## src/include/tiu_defines.vh

```
// Register indices, field positions and reset values, timer-interrupt unit
// Behaviour
// - Six request sources, each maskable, each in priority resolution.
// - Req 0,1,2 fall on analog two, ref, analog one; req 3 analog two rise.
// - Request n vector sits at program bytes 2n and 2n+1, twelve bytes.
// - Mask register has global enable plus one enable per request.
// - Pending requests resolved by encoder ordered through priority register.
// - Grant disables interrupts, saves PC and flags, branches to the vector.
// - Service address is the vector byte and the following byte.
// - Masked sources still set request flags; software may poll them.
// - Two 8-bit counters, each with its own 6-bit prescaler.
// - First timer internal clock only; second internal or external.
// - Prescalers divide by any integer 1 to 64.
// - Counter decrements per prescaler pulse; loaded value counts 1 to 256.
// - Prescaler and counter end of count raise request 4 or 5.
// - Software can start, stop, continue, or restart from initial value.
// - Single-pass stops at zero; continuous mode reloads and counts on.
// - Counters readable without disturbance; prescalers not readable.
// - Second timer clock is internal clock over four or port3 input one.
// - External input is clock, retrigger, non-retrigger trigger, or gate.
// - Comparator interrupts on both edges of second, falling of first.
`ifndef TIU_DEFINES_VH
`define TIU_DEFINES_VH
`define TIU_ADDR_TMODE    8'hF1
`define TIU_ADDR_T1CNT    8'hF2
`define TIU_ADDR_T1PRE    8'hF3
`define TIU_ADDR_T0CNT    8'hF4
`define TIU_ADDR_T0PRE    8'hF5
`define TIU_ADDR_IPRIO    8'hF8
`define TIU_ADDR_IPEND    8'hF9
`define TIU_ADDR_IMASK    8'hFA
`define TIU_ADDR_ICTRL    8'hFC
`define TIU_ADDR_IACK     8'hFD
`define TIU_ADDR_CMPEN    8'hFE
`define TIU_TM_LOAD0      0
`define TIU_TM_RUN0       1
`define TIU_TM_LOAD1      2
`define TIU_TM_RUN1       3
`define TIU_TM_EXTLO      4
`define TIU_TM_EXTHI      5
`define TIU_PRE_CONT      0
`define TIU_PRE_SRC       1
`define TIU_IMASK_GLOBAL  7
`define TIU_EXT_CLOCK     2'b00
`define TIU_EXT_GATE      2'b01
`define TIU_EXT_TRIG      2'b10
`define TIU_EXT_RETRIG    2'b11
`define TIU_T1_INT_DIV    2'b11
`define TIU_TMODE_RST     8'h00
`define TIU_IMASK_RST     8'h00
`define TIU_IPRIO_RST     8'h00
`define TIU_CMPEN_RST     8'h03
`endif

```

## src/tiu_top.v

```verilog
// Two prescaled down timers and six-source vectored interrupt controller
`timescale 1ns/1ps
`include "tiu_defines.vh"
module tiu_top #(
    parameter NREQ = 6
) (
    input  wire        clk,
    input  wire        rst_n,
    input  wire        clk_en,
    input  wire [9:0]  s_axi_awaddr,
    input  wire        s_axi_awvalid,
    output reg         s_axi_awready,
    input  wire [31:0] s_axi_wdata,
    input  wire [3:0]  s_axi_wstrb,
    input  wire        s_axi_wvalid,
    output reg         s_axi_wready,
    output reg  [1:0]  s_axi_bresp,
    output reg         s_axi_bvalid,
    input  wire        s_axi_bready,
    input  wire [9:0]  s_axi_araddr,
    input  wire        s_axi_arvalid,
    output reg         s_axi_arready,
    output reg  [31:0] s_axi_rdata,
    output reg  [1:0]  s_axi_rresp,
    output reg         s_axi_rvalid,
    input  wire        s_axi_rready,
    input  wire        port3_input_one,
    input  wire        port3_input_two,
    input  wire        port3_input_three,
    input  wire        irq_take,
    output reg         irq_pending_reg,
    output reg  [3:0]  irq_vector_addr_reg,
    output reg  [2:0]  irq_source_reg
);
    // Byte address = 4 * printed register number (printed numbers not aligned)
    function [7:0] ridx;
        input [9:0] a;
        ridx = a[9:2];
    endfunction
    // Priority grouping: one of six orders over the three pairs
    function [2:0] pick;
        input [5:0] p;
        input [7:0] pr;
        reg [2:0] g0, g1, g2;
        reg       s0, s1, s2;
        reg [1:0] grp;
        reg [2:0] fa, fb, fc;
        reg [5:0] kk;
        reg [1:0] k;
        begin
            pick = 3'b111;
            s0 = pr[1];
            s1 = pr[2];
            s2 = pr[5];
            g0 = s0 ? 3'd1 : 3'd0;
            g1 = s1 ? 3'd3 : 3'd2;
            g2 = s2 ? 3'd5 : 3'd4;
            fa = 3'd0;
            fb = 3'd0;
            fc = 3'd0;
            grp = 2'd0;
            kk = 6'd0;
            k = 2'd0;
            case ({pr[4], pr[3], pr[0]})
                3'b001: begin fa = 3'd1; fb = 3'd0; fc = 3'd2; end
                3'b010: begin fa = 3'd0; fb = 3'd2; fc = 3'd1; end
                3'b011: begin fa = 3'd0; fb = 3'd1; fc = 3'd2; end
                3'b100: begin fa = 3'd2; fb = 3'd1; fc = 3'd0; end
                3'b101: begin fa = 3'd2; fb = 3'd0; fc = 3'd1; end
                3'b110: begin fa = 3'd1; fb = 3'd2; fc = 3'd0; end
                default: begin fa = 3'd0; fb = 3'd1; fc = 3'd2; end
            endcase
            for (kk = 6'd0; kk < 6'd6; kk = kk + 6'd1) begin
                k = kk[1:0];
                if (pick == 3'b111) begin
                    grp = (kk < 6'd2) ? fa[1:0] :
                          (kk < 6'd4) ? fb[1:0] : fc[1:0];
                    g0 = (kk[0] ^ s0) ? 3'd0 : 3'd1;
                    g1 = (kk[0] ^ s1) ? 3'd2 : 3'd3;
                    g2 = (kk[0] ^ s2) ? 3'd4 : 3'd5;
                    case (grp)
                        2'd0: if (p[g0]) pick = g0;
                        2'd1: if (p[g1]) pick = g1;
                        default: if (p[g2]) pick = g2;
                    endcase
                end
            end
            if (k == 2'd3) pick = pick;
        end
    endfunction

    reg [2:0] sy_a, sy_b;
    reg [2:0] pin_prev;
    always @(posedge clk or negedge rst_n) begin
        if (!rst_n) begin
            sy_a     <= 3'b111;
            sy_b     <= 3'b111;
            pin_prev <= 3'b111;
        end else if (clk_en) begin
            sy_a     <= {port3_input_three, port3_input_two, port3_input_one};
            sy_b     <= sy_a;
            pin_prev <= sy_b;
        end
    end
    wire an1 = sy_b[0];
    wire an2 = sy_b[1];
    wire rf  = sy_b[2];

    reg  [7:0] tmode_reg, imask_reg, iprio_reg, cmpen_reg;
    reg  [5:0] ipend_reg;
    reg  [7:0] t0_init_reg, t1_init_reg, t0_cnt_reg, t1_cnt_reg;
    reg  [7:0] t0_pre_reg, t1_pre_reg;
    reg  [5:0] p0_cnt_reg, p1_cnt_reg;
    reg        t0_run_reg, t1_run_reg, trig_seen_reg;
    reg  [1:0] div4_reg;

    // AXI write path: accept address and data in either order
    reg        aw_hold, w_hold;
    reg  [9:0] aw_addr;
    reg  [31:0] w_data;
    reg  [3:0] w_strb;
    wire       wr_fire = aw_hold && w_hold && !s_axi_bvalid;
    wire [7:0] wr_idx  = ridx(aw_addr);
    wire       wr_ok   = w_strb[0];
    wire [7:0] wd      = w_data[7:0];
    wire       wr_hit  = (wr_idx == `TIU_ADDR_TMODE) ||
                         (wr_idx == `TIU_ADDR_T1CNT) ||
                         (wr_idx == `TIU_ADDR_T1PRE) ||
                         (wr_idx == `TIU_ADDR_T0CNT) ||
                         (wr_idx == `TIU_ADDR_T0PRE) ||
                         (wr_idx == `TIU_ADDR_IPRIO) ||
                         (wr_idx == `TIU_ADDR_IPEND) ||
                         (wr_idx == `TIU_ADDR_IMASK) ||
                         (wr_idx == `TIU_ADDR_ICTRL) ||
                         (wr_idx == `TIU_ADDR_CMPEN);
    wire wsel_tm = wr_fire && wr_ok && wr_idx == `TIU_ADDR_TMODE;
    wire wsel_1c = wr_fire && wr_ok && wr_idx == `TIU_ADDR_T1CNT;
    wire wsel_1p = wr_fire && wr_ok && wr_idx == `TIU_ADDR_T1PRE;
    wire wsel_0c = wr_fire && wr_ok && wr_idx == `TIU_ADDR_T0CNT;
    wire wsel_0p = wr_fire && wr_ok && wr_idx == `TIU_ADDR_T0PRE;
    wire wsel_ip = wr_fire && wr_ok && wr_idx == `TIU_ADDR_IPEND;

    // Timer clock sources
    wire [1:0] ext_mode = tmode_reg[`TIU_TM_EXTHI:`TIU_TM_EXTLO];
    wire t1_ext_sel = !t1_pre_reg[`TIU_PRE_SRC];
    wire in_fall    = pin_prev[0] && !an1;
    wire int_tick   = (div4_reg == `TIU_T1_INT_DIV);
    reg  t1_tick;
    always @* begin
        t1_tick = 1'b0;
        if (!t1_ext_sel)
            t1_tick = int_tick;
        else case (ext_mode)
            `TIU_EXT_CLOCK: t1_tick = in_fall;
            `TIU_EXT_GATE:  t1_tick = int_tick && an1;
            default:        t1_tick = int_tick && trig_seen_reg;
        endcase
    end
    wire t0_tick = int_tick;
    wire trig_hit = t1_ext_sel && in_fall &&
                    (ext_mode == `TIU_EXT_RETRIG ||
                     (ext_mode == `TIU_EXT_TRIG && !trig_seen_reg));

    // Prescaler field 0 means 64 because 6-bit count wraps from zero to 63
    wire p0_end = t0_run_reg && t0_tick && p0_cnt_reg == 6'd1;
    wire p1_end = t1_run_reg && t1_tick && p1_cnt_reg == 6'd1;
    wire t0_eoc = p0_end && t0_cnt_reg == 8'h01;
    wire t1_eoc = p1_end && t1_cnt_reg == 8'h01;

    always @(posedge clk or negedge rst_n) begin
        if (!rst_n) begin
            div4_reg      <= 2'b00;
            t0_cnt_reg    <= 8'h00;
            t1_cnt_reg    <= 8'h00;
            t0_init_reg   <= 8'h00;
            t1_init_reg   <= 8'h00;
            t0_pre_reg    <= 8'h00;
            t1_pre_reg    <= 8'h00;
            p0_cnt_reg    <= 6'd0;
            p1_cnt_reg    <= 6'd0;
            t0_run_reg    <= 1'b0;
            t1_run_reg    <= 1'b0;
            trig_seen_reg <= 1'b0;
            tmode_reg     <= `TIU_TMODE_RST;
        end else if (clk_en) begin
            div4_reg <= div4_reg + 2'b01;
            if (wsel_0c) t0_init_reg <= wd;
            if (wsel_1c) t1_init_reg <= wd;
            if (wsel_0p) t0_pre_reg  <= wd;
            if (wsel_1p) t1_pre_reg  <= wd;
            // Load bits are strobes; run bits and bits 7:4 (input mode in 5:4) are kept
            if (wsel_tm) tmode_reg   <= {wd[7:4], wd[3], 1'b0, wd[1], 1'b0};
            // Timer 0
            if (wsel_tm && wd[`TIU_TM_LOAD0]) begin
                t0_cnt_reg <= t0_init_reg;
                p0_cnt_reg <= t0_pre_reg[7:2];
            end else if (p0_end) begin
                p0_cnt_reg <= t0_pre_reg[7:2];
                if (t0_cnt_reg == 8'h01) begin
                    t0_cnt_reg <= t0_pre_reg[`TIU_PRE_CONT] ?
                                  t0_init_reg : 8'h00;
                    if (!t0_pre_reg[`TIU_PRE_CONT]) t0_run_reg <= 1'b0;
                end else
                    t0_cnt_reg <= t0_cnt_reg - 8'h01;
            end else if (t0_run_reg && t0_tick)
                p0_cnt_reg <= p0_cnt_reg - 6'd1;
            if (wsel_tm) t0_run_reg <= wd[`TIU_TM_RUN0];
            // Timer 1
            if (trig_hit) begin
                trig_seen_reg <= 1'b1;
                t1_cnt_reg <= t1_init_reg;
                p1_cnt_reg <= t1_pre_reg[7:2];
            end else if (wsel_tm && wd[`TIU_TM_LOAD1]) begin
                t1_cnt_reg <= t1_init_reg;
                p1_cnt_reg <= t1_pre_reg[7:2];
                trig_seen_reg <= 1'b0;
            end else if (p1_end) begin
                p1_cnt_reg <= t1_pre_reg[7:2];
                if (t1_cnt_reg == 8'h01) begin
                    t1_cnt_reg <= t1_pre_reg[`TIU_PRE_CONT] ?
                                  t1_init_reg : 8'h00;
                    if (!t1_pre_reg[`TIU_PRE_CONT]) begin
                        t1_run_reg    <= 1'b0;
                        trig_seen_reg <= 1'b0;
                    end
                end else
                    t1_cnt_reg <= t1_cnt_reg - 8'h01;
            end else if (t1_run_reg && t1_tick)
                p1_cnt_reg <= p1_cnt_reg - 6'd1;
            if (wsel_tm) t1_run_reg <= wd[`TIU_TM_RUN1];
        end
    end

    // Edge sources; comparators gate the analog inputs
    wire [5:0] req_set;
    assign req_set[0] = cmpen_reg[1] && pin_prev[1] && !an2;
    assign req_set[1] = pin_prev[2] && !rf;
    assign req_set[2] = cmpen_reg[0] && pin_prev[0] && !an1;
    assign req_set[3] = cmpen_reg[1] && !pin_prev[1] && an2;
    assign req_set[4] = t0_eoc;
    assign req_set[5] = t1_eoc;

    wire [5:0] enabled = ipend_reg & imask_reg[5:0];
    wire       gl_en   = imask_reg[`TIU_IMASK_GLOBAL];
    wire [2:0] winner  = pick(enabled, iprio_reg);
    wire       grant   = irq_pending_reg && irq_take;
    reg  [5:0] clr_mask;
    integer    i;
    always @* begin
        clr_mask = 6'd0;
        for (i = 0; i < NREQ; i = i + 1)
            if (grant && irq_source_reg == i[2:0])
                clr_mask[i] = 1'b1;
    end

    always @(posedge clk or negedge rst_n) begin
        if (!rst_n) begin
            ipend_reg <= 6'd0;
            imask_reg <= `TIU_IMASK_RST;
            iprio_reg <= `TIU_IPRIO_RST;
            cmpen_reg <= `TIU_CMPEN_RST;
            irq_pending_reg     <= 1'b0;
            irq_vector_addr_reg <= 4'h0;
            irq_source_reg      <= 3'd0;
        end else if (clk_en) begin
            // Set wins over software write and grant clear
            ipend_reg <= ((wsel_ip ? wd[5:0] : ipend_reg) & ~clr_mask)
                         | req_set;
            if (wr_fire && wr_ok && wr_idx == `TIU_ADDR_IMASK)
                imask_reg <= wd;
            if (wr_fire && wr_ok && wr_idx == `TIU_ADDR_IPRIO)
                iprio_reg <= {2'b00, wd[5:0]};
            if (wr_fire && wr_ok && wr_idx == `TIU_ADDR_CMPEN)
                cmpen_reg <= {6'd0, wd[1:0]};
            if (grant) begin
                irq_pending_reg <= 1'b0;
                imask_reg[`TIU_IMASK_GLOBAL] <= 1'b0;
            end else if (!irq_pending_reg && gl_en && |enabled) begin
                irq_pending_reg     <= 1'b1;
                irq_source_reg      <= winner;
                irq_vector_addr_reg <= {winner, 1'b0};
            end
        end
    end

    // AXI handshake and read mux
    reg [7:0] rd_val;
    reg       rd_hit;
    always @* begin
        rd_hit = 1'b1;
        rd_val = 8'h00;
        case (ridx(s_axi_araddr))
            `TIU_ADDR_TMODE: rd_val = tmode_reg;
            `TIU_ADDR_T1CNT: rd_val = t1_cnt_reg;
            `TIU_ADDR_T0CNT: rd_val = t0_cnt_reg;
            `TIU_ADDR_T1PRE: rd_val = 8'h00;
            `TIU_ADDR_T0PRE: rd_val = 8'h00;
            `TIU_ADDR_IPRIO: rd_val = iprio_reg;
            `TIU_ADDR_IPEND: rd_val = {2'b00, ipend_reg};
            `TIU_ADDR_IMASK: rd_val = imask_reg;
            `TIU_ADDR_ICTRL: rd_val = {irq_pending_reg, 3'b000,
                                       irq_vector_addr_reg};
            `TIU_ADDR_CMPEN: rd_val = cmpen_reg;
            default:         rd_hit = 1'b0;
        endcase
    end

    always @(posedge clk or negedge rst_n) begin
        if (!rst_n) begin
            aw_hold       <= 1'b0;
            w_hold        <= 1'b0;
            aw_addr       <= 10'h000;
            w_data        <= 32'h0000_0000;
            w_strb        <= 4'h0;
            s_axi_awready <= 1'b0;
            s_axi_wready  <= 1'b0;
            s_axi_bvalid  <= 1'b0;
            s_axi_bresp   <= 2'b00;
            s_axi_arready <= 1'b0;
            s_axi_rvalid  <= 1'b0;
            s_axi_rresp   <= 2'b00;
            s_axi_rdata   <= 32'h0000_0000;
        end else if (clk_en) begin
            s_axi_awready <= !aw_hold && !s_axi_awready && s_axi_awvalid;
            s_axi_wready  <= !w_hold && !s_axi_wready && s_axi_wvalid;
            if (s_axi_awready && s_axi_awvalid) begin
                aw_hold <= 1'b1;
                aw_addr <= s_axi_awaddr;
            end
            if (s_axi_wready && s_axi_wvalid) begin
                w_hold <= 1'b1;
                w_data <= s_axi_wdata;
                w_strb <= s_axi_wstrb;
            end
            if (wr_fire) begin
                aw_hold <= 1'b0;
                w_hold  <= 1'b0;
                s_axi_bvalid <= 1'b1;
                s_axi_bresp  <= wr_hit ? 2'b00 : 2'b10;
            end else if (s_axi_bready)
                s_axi_bvalid <= 1'b0;
            s_axi_arready <= !s_axi_arready && !s_axi_rvalid && s_axi_arvalid;
            if (s_axi_arready && s_axi_arvalid) begin
                s_axi_rvalid <= 1'b1;
                s_axi_rdata  <= {24'h000000, rd_val};
                s_axi_rresp  <= rd_hit ? 2'b00 : 2'b10;
            end else if (s_axi_rready)
                s_axi_rvalid <= 1'b0;
        end
    end
endmodule

```

## config.mk

```make
export PLATFORM = sky130hd
export DESIGN_NAME = tiu_top
export DESIGN_NICKNAME = d
export VERILOG_FILES = /design/src/tiu_top.v
export VERILOG_INCLUDE_DIRS = /design/src /design/src/include
export SDC_FILE = /design/constraint.sdc
export NUM_CORES = 1
export LEC_CHECK = 0
export ABC_AREA = 1
export BUFFER_PORTS_ARGS = -buffer_cell sky130_fd_sc_hd__buf_2
export CAP_MARGIN = 20
export CORE_ASPECT_RATIO = 2
export CORE_MARGIN = 4
export CORE_UTILIZATION = 35
export DETAILED_ROUTE_END_ITERATION = 10
export GPL_ROUTABILITY_DRIVEN = 1
export SLEW_MARGIN = 20
export SYNTH_ARGS = -nofsm -noshare
export SYNTH_HDL_FRONTEND = slang
export SYNTH_SLANG_ARGS = --single-unit
export TNS_END_PERCENT = 20
```

## constraint.sdc

```tcl
create_clock -name clk -period 6.3 [get_ports clk]
set_input_delay 0.315 -clock clk [delete_from_list [all_inputs] [get_ports clk]]
set_output_delay 0.315 -clock clk [all_outputs]
set_load 0.05 [all_outputs]
```

* After elaboration in Yosys (flattened, before gate mapping)
Cells that the tools add are included.
** Storage, ports and cells
- Register bits :: 144
- Input bits :: 68
- Output and inout port bits :: 49
- Logic and storage cells :: 337
** Cells by class
- $add $sub $neg :: 5
- $lt $le $gt $ge :: 6
- Equal/unequal tests :: 52
- Multiplexer cells :: 104
- Bitwise logic cells :: 5
- Reductions and logical operators :: 129
** Operators with widths (number)
- == test 8 bit, second input constant :: 20
- two-way mux 8 bit :: 10
- two-way mux 3 bit :: 22
- one-hot mux 8 bit (8 select lines) :: 1
- logical AND 1 bit :: 51
- two-way mux 6 bit :: 8
- two-way mux 1 bit :: 44
- AND reduction 2 bit :: 22
- one-hot mux 3 bit (2 select lines) :: 6
- == test 3 bit, second input constant :: 10
- nonzero test 2 bit :: 11
- binary-select mux 1 bit (select 3 bit) :: 6
- == test 8 x 1 -> 1 bit, second input constant :: 2
- subtractor 8 x 1 -> 8 bit, second input constant :: 2
- zero test 1 bit :: 14
- bitwise AND 6 bit :: 2
- == test 6 x 1 -> 1 bit, second input constant :: 2
- one-hot mux 2 bit (2 select lines) :: 3
- OR reduction 2 bit :: 6
- subtractor 6 x 1 -> 6 bit, second input constant :: 2
- logical OR 1 bit :: 10
- OR reduction 10 bit :: 1
- == test 3 x 2 -> 1 bit, second input constant :: 3
- nonzero test 3 bit :: 3
- 23 further kinds :: 40

* Depth between registers and ports, before layout
Gate-level depths: netlist (run 1).
- Word-level depth :: 20
- Gate-level depth with buffers :: 18
- Depth with buffers taken out :: 18

* Worst setup path after synthesis (run 1)
OpenSTA, ideal clock, no wires.
- Path type :: register to register
- Start :: register iprio_reg[0]
- End :: register irq_source_reg[0]
- Library setup time :: 0.118 ns
- Arrival time :: 1.997 ns
- Data required time :: 6.182 ns
- Setup slack :: 4.185 ns
- Stages on the path, launching flop included :: 17
- Buffers on the path :: 0
- Period minus slack after synthesis :: 2.115 ns
- Cells stage by stage :: dfrtp_1 -> inv_1 -> ha_1 -> nor2_1 -> nand2_1 -> nand2_2 -> nand2_1 -> a21oi_1 -> nand3_2 -> nand2_2 -> o21ai_2 -> o21ai_2 -> o21ai_2 -> nor2_1 -> nand2_1 -> nand2_1 -> nand2_1
** On the way
- Cells in the longest elaborated chain, start to end :: 20
- Elaborated cells on any way between the ends :: 51
- Those cells by class :: eq/ne: 13; mux: 29; reduce/logical: 9
** RTL lines
- start: declaration :: line tiu_top.v:109 : reg [7:0] tmode_reg, imask_reg, iprio_reg, cmpen_reg;
- start signal: assignment :: line tiu_top.v:260 : iprio_reg <= `TIU_IPRIO_RST;
- start signal: assignment :: line tiu_top.v:272 : iprio_reg <= {2'b00, wd[5:0]};
- == test 3 bit / == test 3 x 1 -> 1 bit (equally long branches) :: line tiu_top.v:64 : case ({pr[4], pr[3], pr[0]})
- OR reduction 2 bit (no line)
- one-hot mux 2 bit (2 select lines) :: line tiu_top.v:64
- == test 2 x 1 -> 1 bit / zero test 2 bit (equally long branches) :: line tiu_top.v:81 : case (grp)
- one-hot mux 3 bit (2 select lines) :: line tiu_top.v:81
- two-way mux 3 bit (on tied branches) :: line tiu_top.v:84, tiu_top.v:82, tiu_top.v:83
- one-hot mux 3 bit (2 select lines) :: line tiu_top.v:81
- two-way mux 3 bit :: line tiu_top.v:75 : if (pick == 3'b111) begin
- [... 4 more ...]
- one-hot mux 3 bit (2 select lines) :: line tiu_top.v:81
- two-way mux 3 bit :: line tiu_top.v:75
- two-way mux 3 bit (on tied branches) :: line tiu_top.v:84, tiu_top.v:82, tiu_top.v:83
- one-hot mux 3 bit (2 select lines) :: line tiu_top.v:81
- two-way mux 3 bit :: line tiu_top.v:75
- two-way mux 3 bit (on tied branches) :: line tiu_top.v:84, tiu_top.v:82, tiu_top.v:83
- one-hot mux 3 bit (2 select lines) :: line tiu_top.v:81
- two-way mux 3 bit (*) :: line tiu_top.v:75
- end signal: assignment :: line tiu_top.v:280 : irq_source_reg <= winner;
- end: declaration :: line tiu_top.v:33 : output reg [2:0] irq_source_reg
Mark *: on every way between the ends. The rest lies on a longest branch, timed or not.
A chain may end at the register's enable or synchronous reset.

* Worst setup path in the final report (run 1)
- Start :: register iprio_reg[0]
- End :: register irq_source_reg[1]
The elaborated chain is that of the path after synthesis.

==> results of run 1 <==
## kinds of logic (layout without fill, tap and decap cells)
kind of cell,count (synthesis),after routing
flops,139,139
simple gates,415,415
other cells,1,27
buf+inv,182,224
fa+ha+maj,14,14
compound gates,231,231
xor+xnor,17,17
## layout by cell type (no fill, tap or decap), types with 10 or more instances in the layout
master / Yosys / final
nand4_1: 12 / 12
nand3_1: 39 / 39
buf_2: 2 / 57
dfstp_2: 11 / 11
dfrtp_1: 128 / 128
nand2_1: 241 / 241
ha_1: 14 / 14
xor2_1: 15 / 15
o21ai_0: 121 / 121
nor2_1: 74 / 74
o211ai_1: 15 / 15
a31oi_1: 10 / 10
nor3_1: 13 / 13
clkbuf_16: 0 / 17
conb_1: 1 / 27
inv_2: 10 / 10
a21oi_1: 29 / 29
o22ai_1: 14 / 14
inv_1: 118 / 118
## stage by stage
step                      std cells  setup WS, ps
after floorplan                1025          4185
after global placement         1309          3552
after detailed placement       1309          3517
after CTS                      1342          3762
after global routing           1343          3517
final                          1343          3802
## synthesized netlist by cell type, drive strengths merged, types with 2 or more instances
library cell / count / area share (%)
o221ai: 3 / 0.34
ha: 14 / 2.2
buf: 33 / 3.2
a21oi: 33 / 2.3
dfstp: 11 / 3.7
xor2: 15 / 1.7
a221oi: 9 / 1.0
nor3: 14 / 0.96
o2111ai: 2 / 0.22
a22oi: 4 / 0.39
o22ai: 14 / 1.1
o31ai: 3 / 0.29
dfrtp: 128 / 41
nor2: 80 / 4.1
nor4: 9 / 0.72
nand2: 251 / 13
nor3b: 2 / 0.19
o211ai: 15 / 1.4
nand3: 45 / 3.3
clkinv: 3 / 0.14
a31oi: 11 / 1.1
clkbuf: 18 / 0.88
nand4: 12 / 0.96
inv: 128 / 6.2
o21ai: 129 / 8.6
xnor2: 2 / 0.22
a211oi: 2 / 0.19
## critical path, delay by kind of cell (launching register included)
kind / cells / cell delay [ps]
simple gates: 12 / 1080
flops: 1 / 490
buf+inv: 3 / 320
fa+ha+maj: 1 / 280
compound gates: 2 / 200
## power by group through the flow
stage | clock [mW] | sequential, mW | combinational (mW)
2_1_floorplan | 0 | 1.30 | 0.519
3_3_place_gp | 0 | 1.23 | 0.834
3_5_place_dp | 0 | 1.23 | 0.844
4_1_cts | 1.07 | 1.22 | 0.848
5_1_grt | 1.11 | 1.24 | 0.936
6_report | 1.06 | 1.22 | 0.836
## worst min-delay path by stage
stage                     from                 to  slack, ps  depth (start not counted)
6_report       port3_input_two            sy_a[1]         80                          3
2_1_floorplan            rst_n         aw_addr[2]         20                          0
3_3_place_gp             rst_n  irq_source_reg[0]        340                          1
5_1_grt        port3_input_one            sy_a[0]         70                          3
3_5_place_dp             rst_n  irq_source_reg[0]        340                          1
4_1_cts        port3_input_two            sy_a[1]         60                          3
## metal layers
layer	track usage [%]	wire [um]	up-vias
met4	9.186	934	0
met3	2.925	682	42
met1	18.45	8026	3177
met5	0	0	-
li1	-	-	3365
met2	33.23	11820	148
## layout make-up
cell class                 instances  area, sq um  area share (%)
clock inverter                    12        171.4           1.930
inverter                         131        491.7           5.537
clock buffer                      20        446.7           5.030
timing repair buffer              61        341.6           3.846
multi-input combinational        704         3592           40.45
sequential                       139         3492           39.32
tap                              276        345.3           3.888
==> qor.yml, run 1 <==
power_and_ir_drop:
  power.total_mw: 3.110
  power.share.clock_pct: 34.0
  irDropWorstVdd_mv: 0.1650
  combPwrFrac_pct: 26.9
  power_leakage_nw: 4.156
  powerDensity_mw_per_mm2: 350.1
  intPower_mw: 1.963
  p_seq_share_pct: 39.2
  p_sw_mw: 1.147
  p_sw_share_pct: 36.87
clocking:
  cts_buffer_depth: 2
  cts_setup_buffers: 0
  cts.clk_slew.worst_paths_ps: 60
  cts_resized: 0
  htree_levels: 4
  holdBufCountCts: 1
  cts_num_sinks: 139
  root_buffer: "clkbuf_16"
  cts_tree: "built"
  cts_buffers: 17
  clk_latency_ps: 430
detailed_routing:
  drt-pass1-iter-count: 5
  drtIter0Drc: 408
  drt-total-wl_mm: 21.46
  wl_per_cell_um: 15.98
  vias_per_cell: 5.013
  post-route-drc-count: 0
  vias: 6732
  postRouteAntennaNets: 0
synthesis:
  yosysWarnings: 0
  synth-edff-count: 0
  synthMuxAreaShare_pct: 0
  yosys_register_bits: 139
  netlist_area_sq_mm: 0.007794
  ys_types: 51
  syn-mean-instance-area_sq_um: 7.802
  synth_compound_area_share_pct: 17.61
  ys.flop_type: "dfrtp_1"
  seq_area_frac_synth_pct: 44.81
  synthSimpleGateAreaFrac_pct: 23.02
  synth_xor_area_share_pct: 1.910
  synth_fa_ha_area_share_pct: 2.248
  synth_top_family_by_area: "simple AND/OR/NAND/NOR gates"
  synthArstFlopShare_pct: 100.0
  syn_inst: 999
setup_path:
  rr_worst_depth: 18
  cp.required_ps: 6620
  cpMaxStageDelayCell: "dfrtp_1"
  start_kind: "flip-flop"
  end_kind: "flip-flop"
  reg2reg_slack_ps: 3800
  cp.arrival_ps: 2820
  worstSetupPathType: "flip-flop to flip-flop"
  cp_cell_sequence: "inv_1 > ha_1 > nand2_4 > nand2_4 > a21oi_2 > nand2_2 > nand4_1 > nand3_2 > nand2_1 > clkinv_1 > nand4_1 > nand2_1 > clkinv_1 > o21ai_1 > nor2_1 > nand3_1 > nand2_1 > nand2_1"
  critPathLaunch: "iprio_reg[0]"
  timing.critical_path.to: "irq_source_reg[1]"
  slowest_delay_ps: 490
  r2r_end: "irq_source_reg[1]"
  path_max_fanout: 7
  cp_common_cell: "nand2_1"
  r2r_start: "iprio_reg[0]"
floorplan:
  die_w_um: 113.5
  placementRows: 77
  core_area_sq_mm: 0.02206
  initial_core_util_pct: 35.33
  ioPinCount: 117
  fp.dieH_um: 219.0
  die_area_sq_mm: 0.02486
timing:
  slew_headroom_pct: 45.69
  setup_tns_ps: 0
  worstMarginPinSlew_ps: 806.1
  whs_ps: 77.21
  finalHoldViolations: 0
  skew_ps: 8.207
  min_period_over_period_pct: 39.65
  clock.fmax_mhz: 400.4
  rsz0062_at_grt: "no"
  finalCriticalPeriod_ps: 2498
  final_max_slew_viol_count: 0
  setup_viol: 0
layout:
  drive_gt1_share_pct: 13.50
  final_area_sq_mm: 0.008881
  diodes: 0
  nFillCells: 2295
  area_growth_pct: 13.95
  postLayoutCoreUtil_pct: 40.25
  layout.nets: 1136
status:
  status: "complete, no violations"
global_routing:
  grtUsageTotal_pct: 17.70
  first_global_vias: 6490
  grt_pass1_wl_mm: 34.01
  grt.overflow.total: 0
  grt_max_degree: 76
  antenna_found_initial: 0
placed_design:
  place_hpwl_mm: 16.38
  place_area_sq_mm: 0.008225
  place.gp.congestion: 0.9307
  portBuffers: 58
min_path:
  hold_path.class: "primary input to flip-flop"
run:
  cap_violations: 0
No activity file was read; power rests on OpenSTA's default activity.
==> run 2: changes to the inputs <==
- clock period: 6.3 -> 2.4 ns (I/O delays scaled with it)
==> qor.yml, run 2 (same netlist as run 1, synthesis figures left out) <==
timing:
  min_period_over_period_pct: 92.64
  final_max_slew_viol_count: 0
  rsz0062_at_grt: "yes"
  worstMarginPinSlew_ps: 641.1
  setup_viol: 0
  clock.fmax_mhz: 449.8
  finalHoldViolations: 0
  slew_headroom_pct: 56.81
  finalCriticalPeriod_ps: 2223
  skew_ps: 4.637
  whs_ps: 2.551
clocking:
  clk_latency_ps: 430
  root_buffer: "clkbuf_16"
  cts_num_sinks: 139
  cts_tree: "built"
  htree_levels: 4
  cts_buffer_depth: 2
  cts_buffers: 17
  cts.clk_slew.worst_paths_ps: 60
setup_path:
  cp.required_ps: 2780
  end_kind: "flip-flop"
  worstSetupPathType: "flip-flop to flip-flop"
  cp.arrival_ps: 2600
  path_max_fanout: 4
  start_kind: "flip-flop"
floorplan:
  die_area_sq_mm: 0.02486
  core_area_sq_mm: 0.02206
  ioPinCount: 117
  die_w_um: 113.5
  fp.dieH_um: 219.0
  initial_core_util_pct: 35.33
  placementRows: 77
layout:
  nFillCells: 2240
  diodes: 0
  postLayoutCoreUtil_pct: 42.24
  final_area_sq_mm: 0.009320
  layout.nets: 1189
  layout_commonest_cell: "nand2_1"
  final_cell_mix: "nand2_1, dfrtp_1, o21ai_0"
  drive_gt1_share_pct: 15.80
  area_growth_pct: 19.59
  multi_input_area_sq_mm: 0.003603
  regArea_sq_mm: 0.003492
detailed_routing:
  drt-total-wl_mm: 22.60
  postRouteAntennaNets: 0
  wl_per_cell_um: 16.19
  post-route-drc-count: 0
  vias: 6959
  drtIter0Drc: 297
  vias_per_cell: 4.985
  drt-pass1-iter-count: 5
power_and_ir_drop:
  p_seq_share_pct: 39.2
  powerDensity_mw_per_mm2: 879.3
  p_sw_share_pct: 37.49
  p_sw_mw: 3.072
  power_leakage_nw: 4.384
  irDropWorstVdd_mv: 0.3876
  power.share.clock_pct: 32.9
  combPwrFrac_pct: 27.9
  intPower_mw: 5.123
global_routing:
  first_global_vias: 7057
  grt_pass1_wl_mm: 36.09
  antenna_found_initial: 0
  grt_max_degree: 67
  grt.overflow.total: 0
  grtUsageTotal_pct: 18.80
placed_design:
  place_hpwl_mm: 17.24
  portBuffers: 58
  place.gp.congestion: 0.9810
  place_area_sq_mm: 0.008421
status:
  status: "complete, no violations"
run:
  cap_violations: 0
min_path:
  hold_path.class: "primary input to flip-flop"
-- run 2: path summary, 6_finish.rpt --
check | from | to | slack, ps | cells past startpoint
max reg2reg | iprio_reg[0] | irq_source_reg[2] | 180 | 16
max | iprio_reg[0] | irq_source_reg[2] | 180 | 16
min | s_axi_wvalid | s_axi_wready | 3 | 3
max in group asynchronous | rst_n | t0_cnt_reg[2] | 1400 | 3
min in group asynchronous | rst_n | irq_pending_reg | 230 | 2
min reg2reg | sy_a[1] | sy_a[1] | 460 | 2
-- run 2: through the flow --
| step | TNS, ps | power [mW] | instances | setup WS [ps] |
|---|---|---|---|---|
| 2_1_floorplan | 0 | 4.767 | 1025 | 285.0 |
| 3_3_place_gp | 0 | 5.468 | 1335 | 136.0 |
| 3_5_place_dp | 0 | 5.505 | 1335 | 105.7 |
| 4_1_cts | 0 | 8.270 | 1394 | 90.32 |
| 5_1_grt | -28.84 | 8.646 | 1396 | -15.83 |
| 6_report | 0 | 8.195 | 1396 | 176.6 |
-- run 2: critical path, cell delays in order (launching register included) --
cell	delay, ps
dfrtp_1	420
inv_2	90
ha_1	210
inv_1	80
nand2_1	80
a21oi_2	150
nand2_2	80
and2_4	150
nand3_2	70
nand2_2	80
a31oi_4	210
nand4_1	170
nor2_2	130
nor2_1	70
nand3_1	70
nand2_1	60
nand2_1	60
-- run 2: power by group through the flow --
stage               clock network, mW  logic, mW  registers, mW
floorplan                           0       1.36           3.40
global placement                    0       2.24           3.23
detailed placement                  0       2.26           3.24
CTS                              2.75       2.32           3.20
global route                     2.84       2.54           3.27
finish                           2.70       2.29           3.21
-- run 2: layout make-up --
type / instances / share of cell area [%]
multi-input cells: 704 / 38.66
clock buffers: 20 / 4.900
well taps: 276 / 3.705
inverters: 131 / 5.276
clock inverters: 12 / 1.571
flip-flops and latches: 139 / 37.47
repair buffers: 114 / 8.417
-- run 2: timing repair --
item                       4_1_cts  5_1_grt
setup buffers                    0        2
hold endpoints to repair        78        0
setup endpoints to repair        0        3
hold buffers                    27        0
gates resized for setup          0        6
-- run 2: metal layers --
layer,track usage [%],part of all wire (%)
met1,18.22,36
met2,35.54,54
met3,3.091,3.1
met4,12.43,6.6
met5,0,0
